$ cat src/logic/rcadc_pkg.sv
// Constants and types shared by the RC-oscillation converter control block
package rcadc_pkg;

  // ***************************************************
  // Register map (byte addresses, halfword aligned)
  // ***************************************************
  localparam logic [15:0] COUNT_A_LOW_OFS  = 16'hF800;
  localparam logic [15:0] COUNT_A_HIGH_OFS = 16'hF802;
  localparam logic [15:0] COUNT_B_LOW_OFS  = 16'hF804;
  localparam logic [15:0] COUNT_B_HIGH_OFS = 16'hF806;
  localparam logic [15:0] CONV_MODE_OFS    = 16'hF808;
  localparam logic [15:0] CONV_CTRL_OFS    = 16'hF80A;

  // ***************************************************
  // Field positions and reset values
  // ***************************************************
  localparam int          OSC_MODE_LSB     = 0;
  localparam int          IRQ_SRC_BIT      = 4;
  localparam int          BASE_CLK_LSB     = 5;
  localparam int          SUPPLY_RANGE_BIT = 8;
  localparam int          RUN_BIT          = 0;
  localparam logic [15:0] MODE_RESET       = 16'h0000;
  localparam logic [15:0] CTRL_RESET       = 16'h0000;
  localparam logic [15:0] MODE_USED_MASK   = 16'h01FF;
  localparam logic [15:0] CTRL_USED_MASK   = 16'h0001;

  // ***************************************************
  // Counters
  // ***************************************************
  localparam int          COUNT_W          = 24;
  localparam logic [23:0] COUNT_MAX        = 24'hFFFFFF;
  localparam logic [23:0] COUNT_RESET      = 24'h000000;
  localparam logic [5:0]  DIV_RESET        = 6'h00;

  // Base clock selection codes
  typedef enum logic [2:0] {
    RCADC_BASE_LOW   = 3'b000,
    RCADC_BASE_HIGH  = 3'b001,
    RCADC_BASE_DIV2  = 3'b010,
    RCADC_BASE_DIV4  = 3'b011,
    RCADC_BASE_DIV8  = 3'b100,
    RCADC_BASE_DIV16 = 3'b101,
    RCADC_BASE_DIV32 = 3'b110,
    RCADC_BASE_DIV64 = 3'b111
  } rcadc_base_sel_t;

endpackage

$ cat src/logic/rcadc_base_clk.sv
// Base count clock selector and high-speed prescaler of the converter
`timescale 1ns/1ns
`default_nettype none
module rcadc_base_clk (
  // Clock and reset
  input  wire logic       i_core_clk,
  input  wire logic       i_rst_n,
  // Control
  input  wire logic       i_run,
  input  wire logic [2:0] i_base_clock_sel,
  // Source clock enables
  input  wire logic       i_low_speed_clock,
  input  wire logic       i_high_speed_clock,
  // Selected base count clock enable
  output logic            o_base_count_clock
);

  // ***************************************************
  // Prescaler state
  // ***************************************************
  typedef struct packed {
    logic [5:0] div;
  } rcadc_div_state_t;

  rcadc_div_state_t st_q;
  rcadc_div_state_t st_d;

  // Prescaler restarts while stopped so each run begins with a fixed phase
  always_comb begin
    st_d = st_q;
    if (!i_run) begin
      st_d.div = rcadc_pkg::DIV_RESET;
    end else if (i_high_speed_clock) begin
      st_d.div = st_q.div + 6'h01;
    end
  end

  always_ff @(posedge i_core_clk) begin
    if (!i_rst_n) begin
      st_q.div <= rcadc_pkg::DIV_RESET;
    end else begin
      st_q <= st_d;
    end
  end

  // Divided tick: last high-speed tick of each 2^n group
  always_comb begin
    case (rcadc_pkg::rcadc_base_sel_t'(i_base_clock_sel))
      rcadc_pkg::RCADC_BASE_LOW:   o_base_count_clock = i_low_speed_clock;
      rcadc_pkg::RCADC_BASE_HIGH:  o_base_count_clock = i_high_speed_clock;
      rcadc_pkg::RCADC_BASE_DIV2:  o_base_count_clock = i_high_speed_clock & (&st_q.div[0:0]);
      rcadc_pkg::RCADC_BASE_DIV4:  o_base_count_clock = i_high_speed_clock & (&st_q.div[1:0]);
      rcadc_pkg::RCADC_BASE_DIV8:  o_base_count_clock = i_high_speed_clock & (&st_q.div[2:0]);
      rcadc_pkg::RCADC_BASE_DIV16: o_base_count_clock = i_high_speed_clock & (&st_q.div[3:0]);
      rcadc_pkg::RCADC_BASE_DIV32: o_base_count_clock = i_high_speed_clock & (&st_q.div[4:0]);
      rcadc_pkg::RCADC_BASE_DIV64: o_base_count_clock = i_high_speed_clock & (&st_q.div[5:0]);
      default:                     o_base_count_clock = 1'b0;
    endcase
  end

endmodule // rcadc_base_clk
`default_nettype wire

$ cat src/logic/rcadc_ctrl.sv
// Control, registers and counters of the RC-oscillation converter
//
// Overview of operation
// The mode register holds a four-bit oscillation mode, codes 0000-0111 valid, top bit set prohibited.
// Mode bit 4 routes the interrupt from counter A overflow when zero, counter B when one.
// Mode bits 7-5 pick counter A's clock: low speed, high speed, or high speed over 2 to 64.
// Mode bit 8 stores the supply range choice and does not touch the counting logic.
// Control bit 0 starts conversion when written one and stops it when written zero.
// While running, an overflow of either counter clears the run bit by itself.
// The run bit is zero after reset so conversion starts stopped.
// Software sets the block disable after stopping and clears it, reprograms and runs to restart.
// Counter A is a 24-bit up-counter of the base clock that overflows after all ones.
// Counter B is a 24-bit up-counter of the oscillator clock that overflows after all ones.
// Each counter has its own overflow flag, and either may raise the interrupt as selected.
// With the run bit at zero the oscillator is held stopped and neither counter moves.
// Setting the run bit starts the oscillator and both counters together.
// Mode and control are 16-bit registers with byte or halfword access, resetting to zero.
// Counter writes preload the count; reads give the preload while running, the count otherwise.
// The interrupt is a one-cycle pulse for the roll-over of the selected counter.
`timescale 1ns/1ns
`default_nettype none
module rcadc_ctrl (
  // Clock and reset
  input  wire logic        i_core_clk,
  input  wire logic        i_rst_n,
  // Special function register port
  input  wire logic [15:0] i_sfr_addr,
  input  wire logic        i_sfr_wr,
  input  wire logic        i_sfr_rd,
  input  wire logic [1:0]  i_sfr_be,
  input  wire logic [15:0] i_sfr_wdata,
  output logic      [15:0] o_sfr_rdata,
  // Count clock enables, one core cycle each
  input  wire logic        i_low_speed_clock,
  input  wire logic        i_high_speed_clock,
  input  wire logic        i_rc_osc_clock,
  // Oscillator control
  output logic             o_osc_run,
  output logic      [3:0]  o_osc_mode_sel,
  output logic             o_supply_range_sel,
  // Status and interrupt
  output logic             o_count_a_overflow,
  output logic             o_count_b_overflow,
  output logic             o_conversion_irq
);

  // ***************************************************
  // State
  // ***************************************************
  typedef struct packed {
    logic [15:0] mode;
    logic        run;
    logic [23:0] pre_a;
    logic [23:0] cnt_a;
    logic [23:0] pre_b;
    logic [23:0] cnt_b;
    logic        ovf_a;
    logic        ovf_b;
    logic        irq;
    logic [15:0] rdata;
  } rcadc_state_t;

  rcadc_state_t st_q;
  rcadc_state_t st_d;
  logic         base_tick;

  // Byte-lane merge of a halfword write
  function automatic logic [15:0] merge16(input logic [15:0] old_v,
                                          input logic [15:0] new_v,
                                          input logic [1:0]  be);
    merge16 = {be[1] ? new_v[15:8] : old_v[15:8], be[0] ? new_v[7:0] : old_v[7:0]};
  endfunction

  // Halfword address match
  function automatic logic hit(input logic [15:0] addr, input logic [15:0] ofs);
    hit = (addr[15:1] == ofs[15:1]);
  endfunction

  // ***************************************************
  // Base clock selection
  // ***************************************************
  rcadc_base_clk u_base_clk (
    .i_core_clk         (i_core_clk),
    .i_rst_n            (i_rst_n),
    .i_run              (st_q.run),
    .i_base_clock_sel   (st_q.mode[rcadc_pkg::BASE_CLK_LSB +: 3]),
    .i_low_speed_clock  (i_low_speed_clock),
    .i_high_speed_clock (i_high_speed_clock),
    .o_base_count_clock (base_tick)
  );

  // ***************************************************
  // Next-state logic
  // ***************************************************
  always_comb begin
    logic        wr_a_lo;
    logic        wr_a_hi;
    logic        wr_b_lo;
    logic        wr_b_hi;
    logic        roll_a;
    logic        roll_b;
    logic [15:0] tmp;
    logic [23:0] view_a;
    logic [23:0] view_b;
    st_d    = st_q;
    // Read view, preload shown while running and count when stopped
    view_a  = st_q.run ? st_q.pre_a : st_q.cnt_a;
    view_b  = st_q.run ? st_q.pre_b : st_q.cnt_b;
    wr_a_lo = i_sfr_wr & hit(i_sfr_addr, rcadc_pkg::COUNT_A_LOW_OFS);
    wr_a_hi = i_sfr_wr & hit(i_sfr_addr, rcadc_pkg::COUNT_A_HIGH_OFS);
    wr_b_lo = i_sfr_wr & hit(i_sfr_addr, rcadc_pkg::COUNT_B_LOW_OFS);
    wr_b_hi = i_sfr_wr & hit(i_sfr_addr, rcadc_pkg::COUNT_B_HIGH_OFS);
    // Counters only move while running; oscillator held stopped otherwise
    roll_a  = st_q.run & base_tick & (st_q.cnt_a == rcadc_pkg::COUNT_MAX);
    roll_b  = st_q.run & i_rc_osc_clock & (st_q.cnt_b == rcadc_pkg::COUNT_MAX);
    tmp     = 16'h0000;

    // Counting, both counters released by the same run bit
    if (st_q.run && base_tick) begin
      st_d.cnt_a = st_q.cnt_a + 24'h000001;
    end
    if (st_q.run && i_rc_osc_clock) begin
      st_d.cnt_b = st_q.cnt_b + 24'h000001;
    end

    // Counter writes preload both the shadow and the live count
    if (wr_a_lo) begin
      tmp         = merge16(st_q.pre_a[15:0], i_sfr_wdata, i_sfr_be);
      st_d.pre_a  = {st_q.pre_a[23:16], tmp};
      st_d.cnt_a  = {st_q.pre_a[23:16], tmp};
    end else if (wr_a_hi) begin
      tmp         = merge16({8'h00, st_q.pre_a[23:16]}, i_sfr_wdata, i_sfr_be);
      st_d.pre_a  = {tmp[7:0], st_q.pre_a[15:0]};
      st_d.cnt_a  = {tmp[7:0], st_q.pre_a[15:0]};
    end
    if (wr_b_lo) begin
      tmp         = merge16(st_q.pre_b[15:0], i_sfr_wdata, i_sfr_be);
      st_d.pre_b  = {st_q.pre_b[23:16], tmp};
      st_d.cnt_b  = {st_q.pre_b[23:16], tmp};
    end else if (wr_b_hi) begin
      tmp         = merge16({8'h00, st_q.pre_b[23:16]}, i_sfr_wdata, i_sfr_be);
      st_d.pre_b  = {tmp[7:0], st_q.pre_b[15:0]};
      st_d.cnt_b  = {tmp[7:0], st_q.pre_b[15:0]};
    end

    // Mode register keeps only its defined bits, reserved bits read zero
    if (i_sfr_wr && hit(i_sfr_addr, rcadc_pkg::CONV_MODE_OFS)) begin
      st_d.mode = merge16(st_q.mode, i_sfr_wdata, i_sfr_be) & rcadc_pkg::MODE_USED_MASK;
    end

    // Run bit: software write, then overflow clear takes priority
    if (i_sfr_wr && hit(i_sfr_addr, rcadc_pkg::CONV_CTRL_OFS) && i_sfr_be[0]) begin
      st_d.run = i_sfr_wdata[rcadc_pkg::RUN_BIT];
      if (i_sfr_wdata[rcadc_pkg::RUN_BIT] && !st_q.run) begin
        st_d.ovf_a = 1'b0;                                         // Flags restart per conversion
        st_d.ovf_b = 1'b0;
      end
    end
    if (roll_a || roll_b) begin
      st_d.run = 1'b0;
    end

    // Overflow flags: set wins over the clear at a new start
    if (roll_a) begin
      st_d.ovf_a = 1'b1;
    end
    if (roll_b) begin
      st_d.ovf_b = 1'b1;
    end

    // Interrupt pulse for the selected counter only
    st_d.irq = st_q.mode[rcadc_pkg::IRQ_SRC_BIT] ? roll_b : roll_a;

    // Read data from the addressed register, unmapped addresses give zero
    if (i_sfr_rd) begin
      if (hit(i_sfr_addr, rcadc_pkg::COUNT_A_LOW_OFS)) begin
        st_d.rdata = view_a[15:0];
      end else if (hit(i_sfr_addr, rcadc_pkg::COUNT_A_HIGH_OFS)) begin
        st_d.rdata = {8'h00, view_a[23:16]};
      end else if (hit(i_sfr_addr, rcadc_pkg::COUNT_B_LOW_OFS)) begin
        st_d.rdata = view_b[15:0];
      end else if (hit(i_sfr_addr, rcadc_pkg::COUNT_B_HIGH_OFS)) begin
        st_d.rdata = {8'h00, view_b[23:16]};
      end else if (hit(i_sfr_addr, rcadc_pkg::CONV_MODE_OFS)) begin
        st_d.rdata = st_q.mode;
      end else if (hit(i_sfr_addr, rcadc_pkg::CONV_CTRL_OFS)) begin
        st_d.rdata = {15'h0000, st_q.run} & rcadc_pkg::CTRL_USED_MASK;
      end else begin
        st_d.rdata = 16'h0000;                                     // Unmapped reads zero
      end
    end
  end

  // ***************************************************
  // State register
  // ***************************************************
  always_ff @(posedge i_core_clk) begin
    if (!i_rst_n) begin
      st_q.mode  <= rcadc_pkg::MODE_RESET;
      st_q.run   <= rcadc_pkg::CTRL_RESET[0];
      st_q.pre_a <= rcadc_pkg::COUNT_RESET;
      st_q.cnt_a <= rcadc_pkg::COUNT_RESET;
      st_q.pre_b <= rcadc_pkg::COUNT_RESET;
      st_q.cnt_b <= rcadc_pkg::COUNT_RESET;
      st_q.ovf_a <= 1'b0;
      st_q.ovf_b <= 1'b0;
      st_q.irq   <= 1'b0;
      st_q.rdata <= 16'h0000;
    end else begin
      st_q <= st_d;
    end
  end

  // ***************************************************
  // Outputs, all straight from flip-flops
  // ***************************************************
  assign o_sfr_rdata        = st_q.rdata;
  assign o_osc_run          = st_q.run;
  assign o_osc_mode_sel     = st_q.mode[rcadc_pkg::OSC_MODE_LSB +: 4];
  assign o_supply_range_sel = st_q.mode[rcadc_pkg::SUPPLY_RANGE_BIT];
  assign o_count_a_overflow = st_q.ovf_a;
  assign o_count_b_overflow = st_q.ovf_b;
  assign o_conversion_irq   = st_q.irq;

endmodule // rcadc_ctrl
`default_nettype wire

$ cat config.mk
export PLATFORM = sky130hd
export DESIGN_NAME = rcadc_ctrl
export DESIGN_NICKNAME = d
export VERILOG_FILES = /design/src/logic/rcadc_pkg.sv /design/src/logic/rcadc_base_clk.sv /design/src/logic/rcadc_ctrl.sv
export SDC_FILE = /design/constraint.sdc
export NUM_CORES = 1
export LEC_CHECK = 0
export BUFFER_PORTS_ARGS = -buffer_cell sky130_fd_sc_hd__buf_2
export CAP_MARGIN = 25
export CORE_UTILIZATION = 55
export DETAILED_ROUTE_END_ITERATION = 16
export MAX_ROUTING_LAYER = met4
export PLACE_DENSITY = 0.77
export SLEW_MARGIN = 20
export SYNTH_ARGS = -nofsm -noshare
export SYNTH_HDL_FRONTEND = slang
export SYNTH_SLANG_ARGS = --single-unit
$ cat constraint.sdc
create_clock -name i_core_clk -period 2.5 [get_ports i_core_clk]
set_clock_uncertainty 0.2 [all_clocks]
set_input_delay 0.375 -clock i_core_clk [delete_from_list [all_inputs] [get_ports i_core_clk]]
set_output_delay 0.375 -clock i_core_clk [all_outputs]
set_load 0.03 [all_outputs]
==> run summary <==
Yosys cell types -> 73
Syn_nets -> 1041
Overflow left after global routing -> 0
Share of layout cells above drive strength 1 -> 0.2322
Worst path max stage delay -> 0.51 ns
Root buffer cell -> clkbuf_16
CP dominant cell by count -> ha_4
Routability cong. -> 0.9928
DRT Pass-1 Iters -> 8
Worst-path clk slew -> 0.06 ns
Global-route wire length before repair -> 40730 um
CP Max Fanout -> 5
WP buf/inv -> 2
RSZ-0062 raised after global routing -> yes
Post-layout util -> 0.6970
Area leader, netlist -> dfxtp_1
Vias in the first global route -> 7573
Antenna diodes -> 0
CP endpoint kind -> flip-flop
Later-pin clock latency in the skew report -> 0.43 ns
Crit Path Category -> reg -> reg
Slew HR -> 0.6606
Ports -> 66
# port buffers -> 64
Fin. max-slew vios -> 0
HPWL Detailed -> 17880 um
DRT iter0 DRCs -> 1071
Area Overhead vs Synth -> 21.72%
Synth Instances -> 995
Setup TNS Final -> 0 ns
Leakage power -> 3.326 nW
TritonCTS clock tree -> built
Top cells by area, synth -> dfxtp_1, nand2_1, a21oi_1
Max-cap viol count -> 0
H-tree depth -> 4
DRC viols -> 0
Synthesized cell area -> 7674 um^2
Synth Flop Type -> dfxtp_1
Synth warn -> 0
Maximum root-to-sink buffer count -> 2
Post-CTS Hold Buffers -> 0
Vias/cell -> 6.592
Crit path launch type -> flip-flop
Tmin final -> 2.493 ns
Die height -> 120.1 um
Pin count of the biggest net entering global routing -> 44
Die X -> 120.1 um
Synthesized area per cell -> 7.712 um^2
Max frequency -> 0.4012 GHz
Wire per inst -> 20.78 um
GRT Overall Usage -> 0.3803
Crit-path cells -> ha_4 -> nand3_2 -> inv_2 -> ha_4 -> mux2i_1 -> a221oi_2 -> a21oi_4 -> buf_6 -> or4_4 -> a21oi_2 -> nor3_1
Worst-Margin Slew -> 0.5084 ns
Vias -> 8398
Seq/Total Area, Yosys -> 0.3418
Critical Path RT -> 2.60 ns
Final Net Count -> 1132
Final Routed Wirelength -> 26470 um
PwrDens -> 524.0 nW/um^2
Final hold violation count -> 0
Critical path's top delay family -> simple AND/OR/NAND/NOR gates
Final period util -> 0.9970
Seq cells post-synth -> 131
Worst EP arrival -> 2.59 ns
Status -> completed
Slowest-stage cell, CP -> or4_4
Remaining antenna violation count -> 0
Die ar. -> 14430 um^2
Total core area -> 13400 um^2
Asr flop ratio synth -> 0
EDFF count, synth -> 0
Clock Sinks -> 131
CTS Buf Count -> 17
Hold WC Path Type -> in -> reg
Peak VDD IR -> 0.4942 mV
Starting Density -> 0.5726
Row Count -> 42
Post-synth top area share -> 0.3418
Antenna violations before repair -> 0
# setup viols final -> 0
==> timing repair <==
item                                    4_1_cts  5_1_grt
endpoints found under the setup margin       10       23
resized for setup                             3       23
buffers inserted                              2        0
pin swaps                                     2       12
cloned                                        0        2
==> through the flow <==
stage | area (um^2) | power, mW | cells | hold WS, ns | worst slack (ns)
after floorplan | 7674 | 2.305 | 995 | 0.2380 | 0.06175
after global placement | 8628 | 2.432 | 1239 | 0.2514 | -0.1344
after detailed placement | 8628 | 2.435 | 1239 | 0.2599 | -0.1669
after CTS | 9230 | 4.874 | 1272 | 0.02282 | -0.009647
after global routing | 9340 | 5.007 | 1274 | 0.04632 | -0.09468
final | 9340 | 4.894 | 1274 | 0.03121 | 0.007466
==> where the power goes <==
part | leakage (nW) | switching, mW | internal, mW
Clock | 0.276 | 1.00 | 1.49
Sequential | 1.06 | 0.00389 | 2.09
Combinational | 1.99 | 0.214 | 0.0916
Total | 3.33 | 1.22 | 3.68
==> state kept, by name (all words and copies together) (netlist names) <==
signal / flops
o_conversion_irq: 1
u_base_clk.st_q: 6
st_q: 100
o_osc_mode_sel: 4
o_sfr_rdata: 16
o_count_b_overflow: 1
o_count_a_overflow: 1
o_supply_range_sel: 1
o_osc_run: 1
==> tightest hold or removal path, cell delays in order <==
cell and delay [ns]:
buf_2 0.13, nand2_1 0.06, a21oi_1 0.05
==> cells in the mapped netlist, types with 3 or more instances <==
cell,n
inv_1,11
or4_1,3
o211ai_1,3
a211oi_1,11
nand2_1,188
o21ai_0,56
ha_1,5
nand3_1,37
o221ai_1,3
nor2b_1,5
nor4_1,11
o21a_1,4
dfxtp_1,131
and2_1,7
and3_1,16
nand2b_1,4
buf_2,5
nor2_1,63
a21oi_1,110
a311oi_1,19
clkbuf_1,59
nor3_1,23
nand3b_1,10
and4_1,7
or3_1,5
a31oi_1,4
mux4_2,9
o31ai_1,7
buf_4,21
xor2_1,10
xnor2_1,16
o22ai_1,8
buf_1,5
nand4_1,20
a32oi_1,5
o211a_1,4
a221o_1,8
mux2_2,17
mux2i_1,24
==> layer usage <==
layer | up-vias | global-route usage | wire (um)
li1 | 3796 | - | -
met5 | - | - | 0
met2 | 565 | 0.5715 | 11750
met4 | 0 | 0.1555 | 1142
met1 | 3936 | 0.4850 | 10410
met3 | 101 | 0.09791 | 3178
==> path summary, 6_finish.rpt <==
check,slack [ns],startpoint,cells after the start,endpoint
worst max-delay path,0.007,u_base_clk.st_q[1],11,st_q[78]
worst min-delay path,0.03,i_sfr_wdata[12],3,st_q[55]
worst max register to register,0.007,u_base_clk.st_q[1],11,st_q[78]
worst min register to register,0.27,st_q[109],2,st_q[109]
==> cells by family after synthesis <==
logic type | after synthesis | synth area share
flip-flops | 131 | 0.3418
AND/OR/NAND/NOR | 417 | 0.2619
adder cells (fa/ha/maj) | 5 | 0.008153
AO/OA/AOI/OAI | 261 | 0.2121
buffers and inverters | 105 | 0.06375
XOR/XNOR | 26 | 0.02967
multiplexers | 50 | 0.08267
==> layout by cell type (no fill, tap or decap), types with 4 or more instances in the layout <==
cell and instances:
a211oi_1 11, a21oi_1 107, a221o_1 8, a311oi_1 19, a31oi_1 4, a32oi_1 5
and2_1 6, and3_1 16, and4_1 7, buf_12 10, buf_2 66, buf_4 87
clkbuf_16 17, dfxtp_1 128, inv_1 10, mux2_2 17, mux2i_1 24, mux4_2 9
nand2_1 187, nand2b_1 4, nand3_1 35, nand3b_1 10, nand4_1 20, nor2_1 62
nor2b_1 5, nor3_1 22, nor4_1 10, o211a_1 4, o21a_1 4, o21ai_0 55
o22ai_1 8, o31ai_1 5, or3_1 4, xnor2_1 16, xor2_1 10
==> layout make-up <==
type | count | area [um^2]
multi-input cells | 759 | 4667
fillers | 1084 | 4060
flip-flops and latches | 131 | 2626
repair buffers | 165 | 1206
clock buffers | 19 | 442.9
well taps | 176 | 220.2
clock inverters | 12 | 132.6
inverters | 12 | 45.04
(Power assumes the default switching activity.)
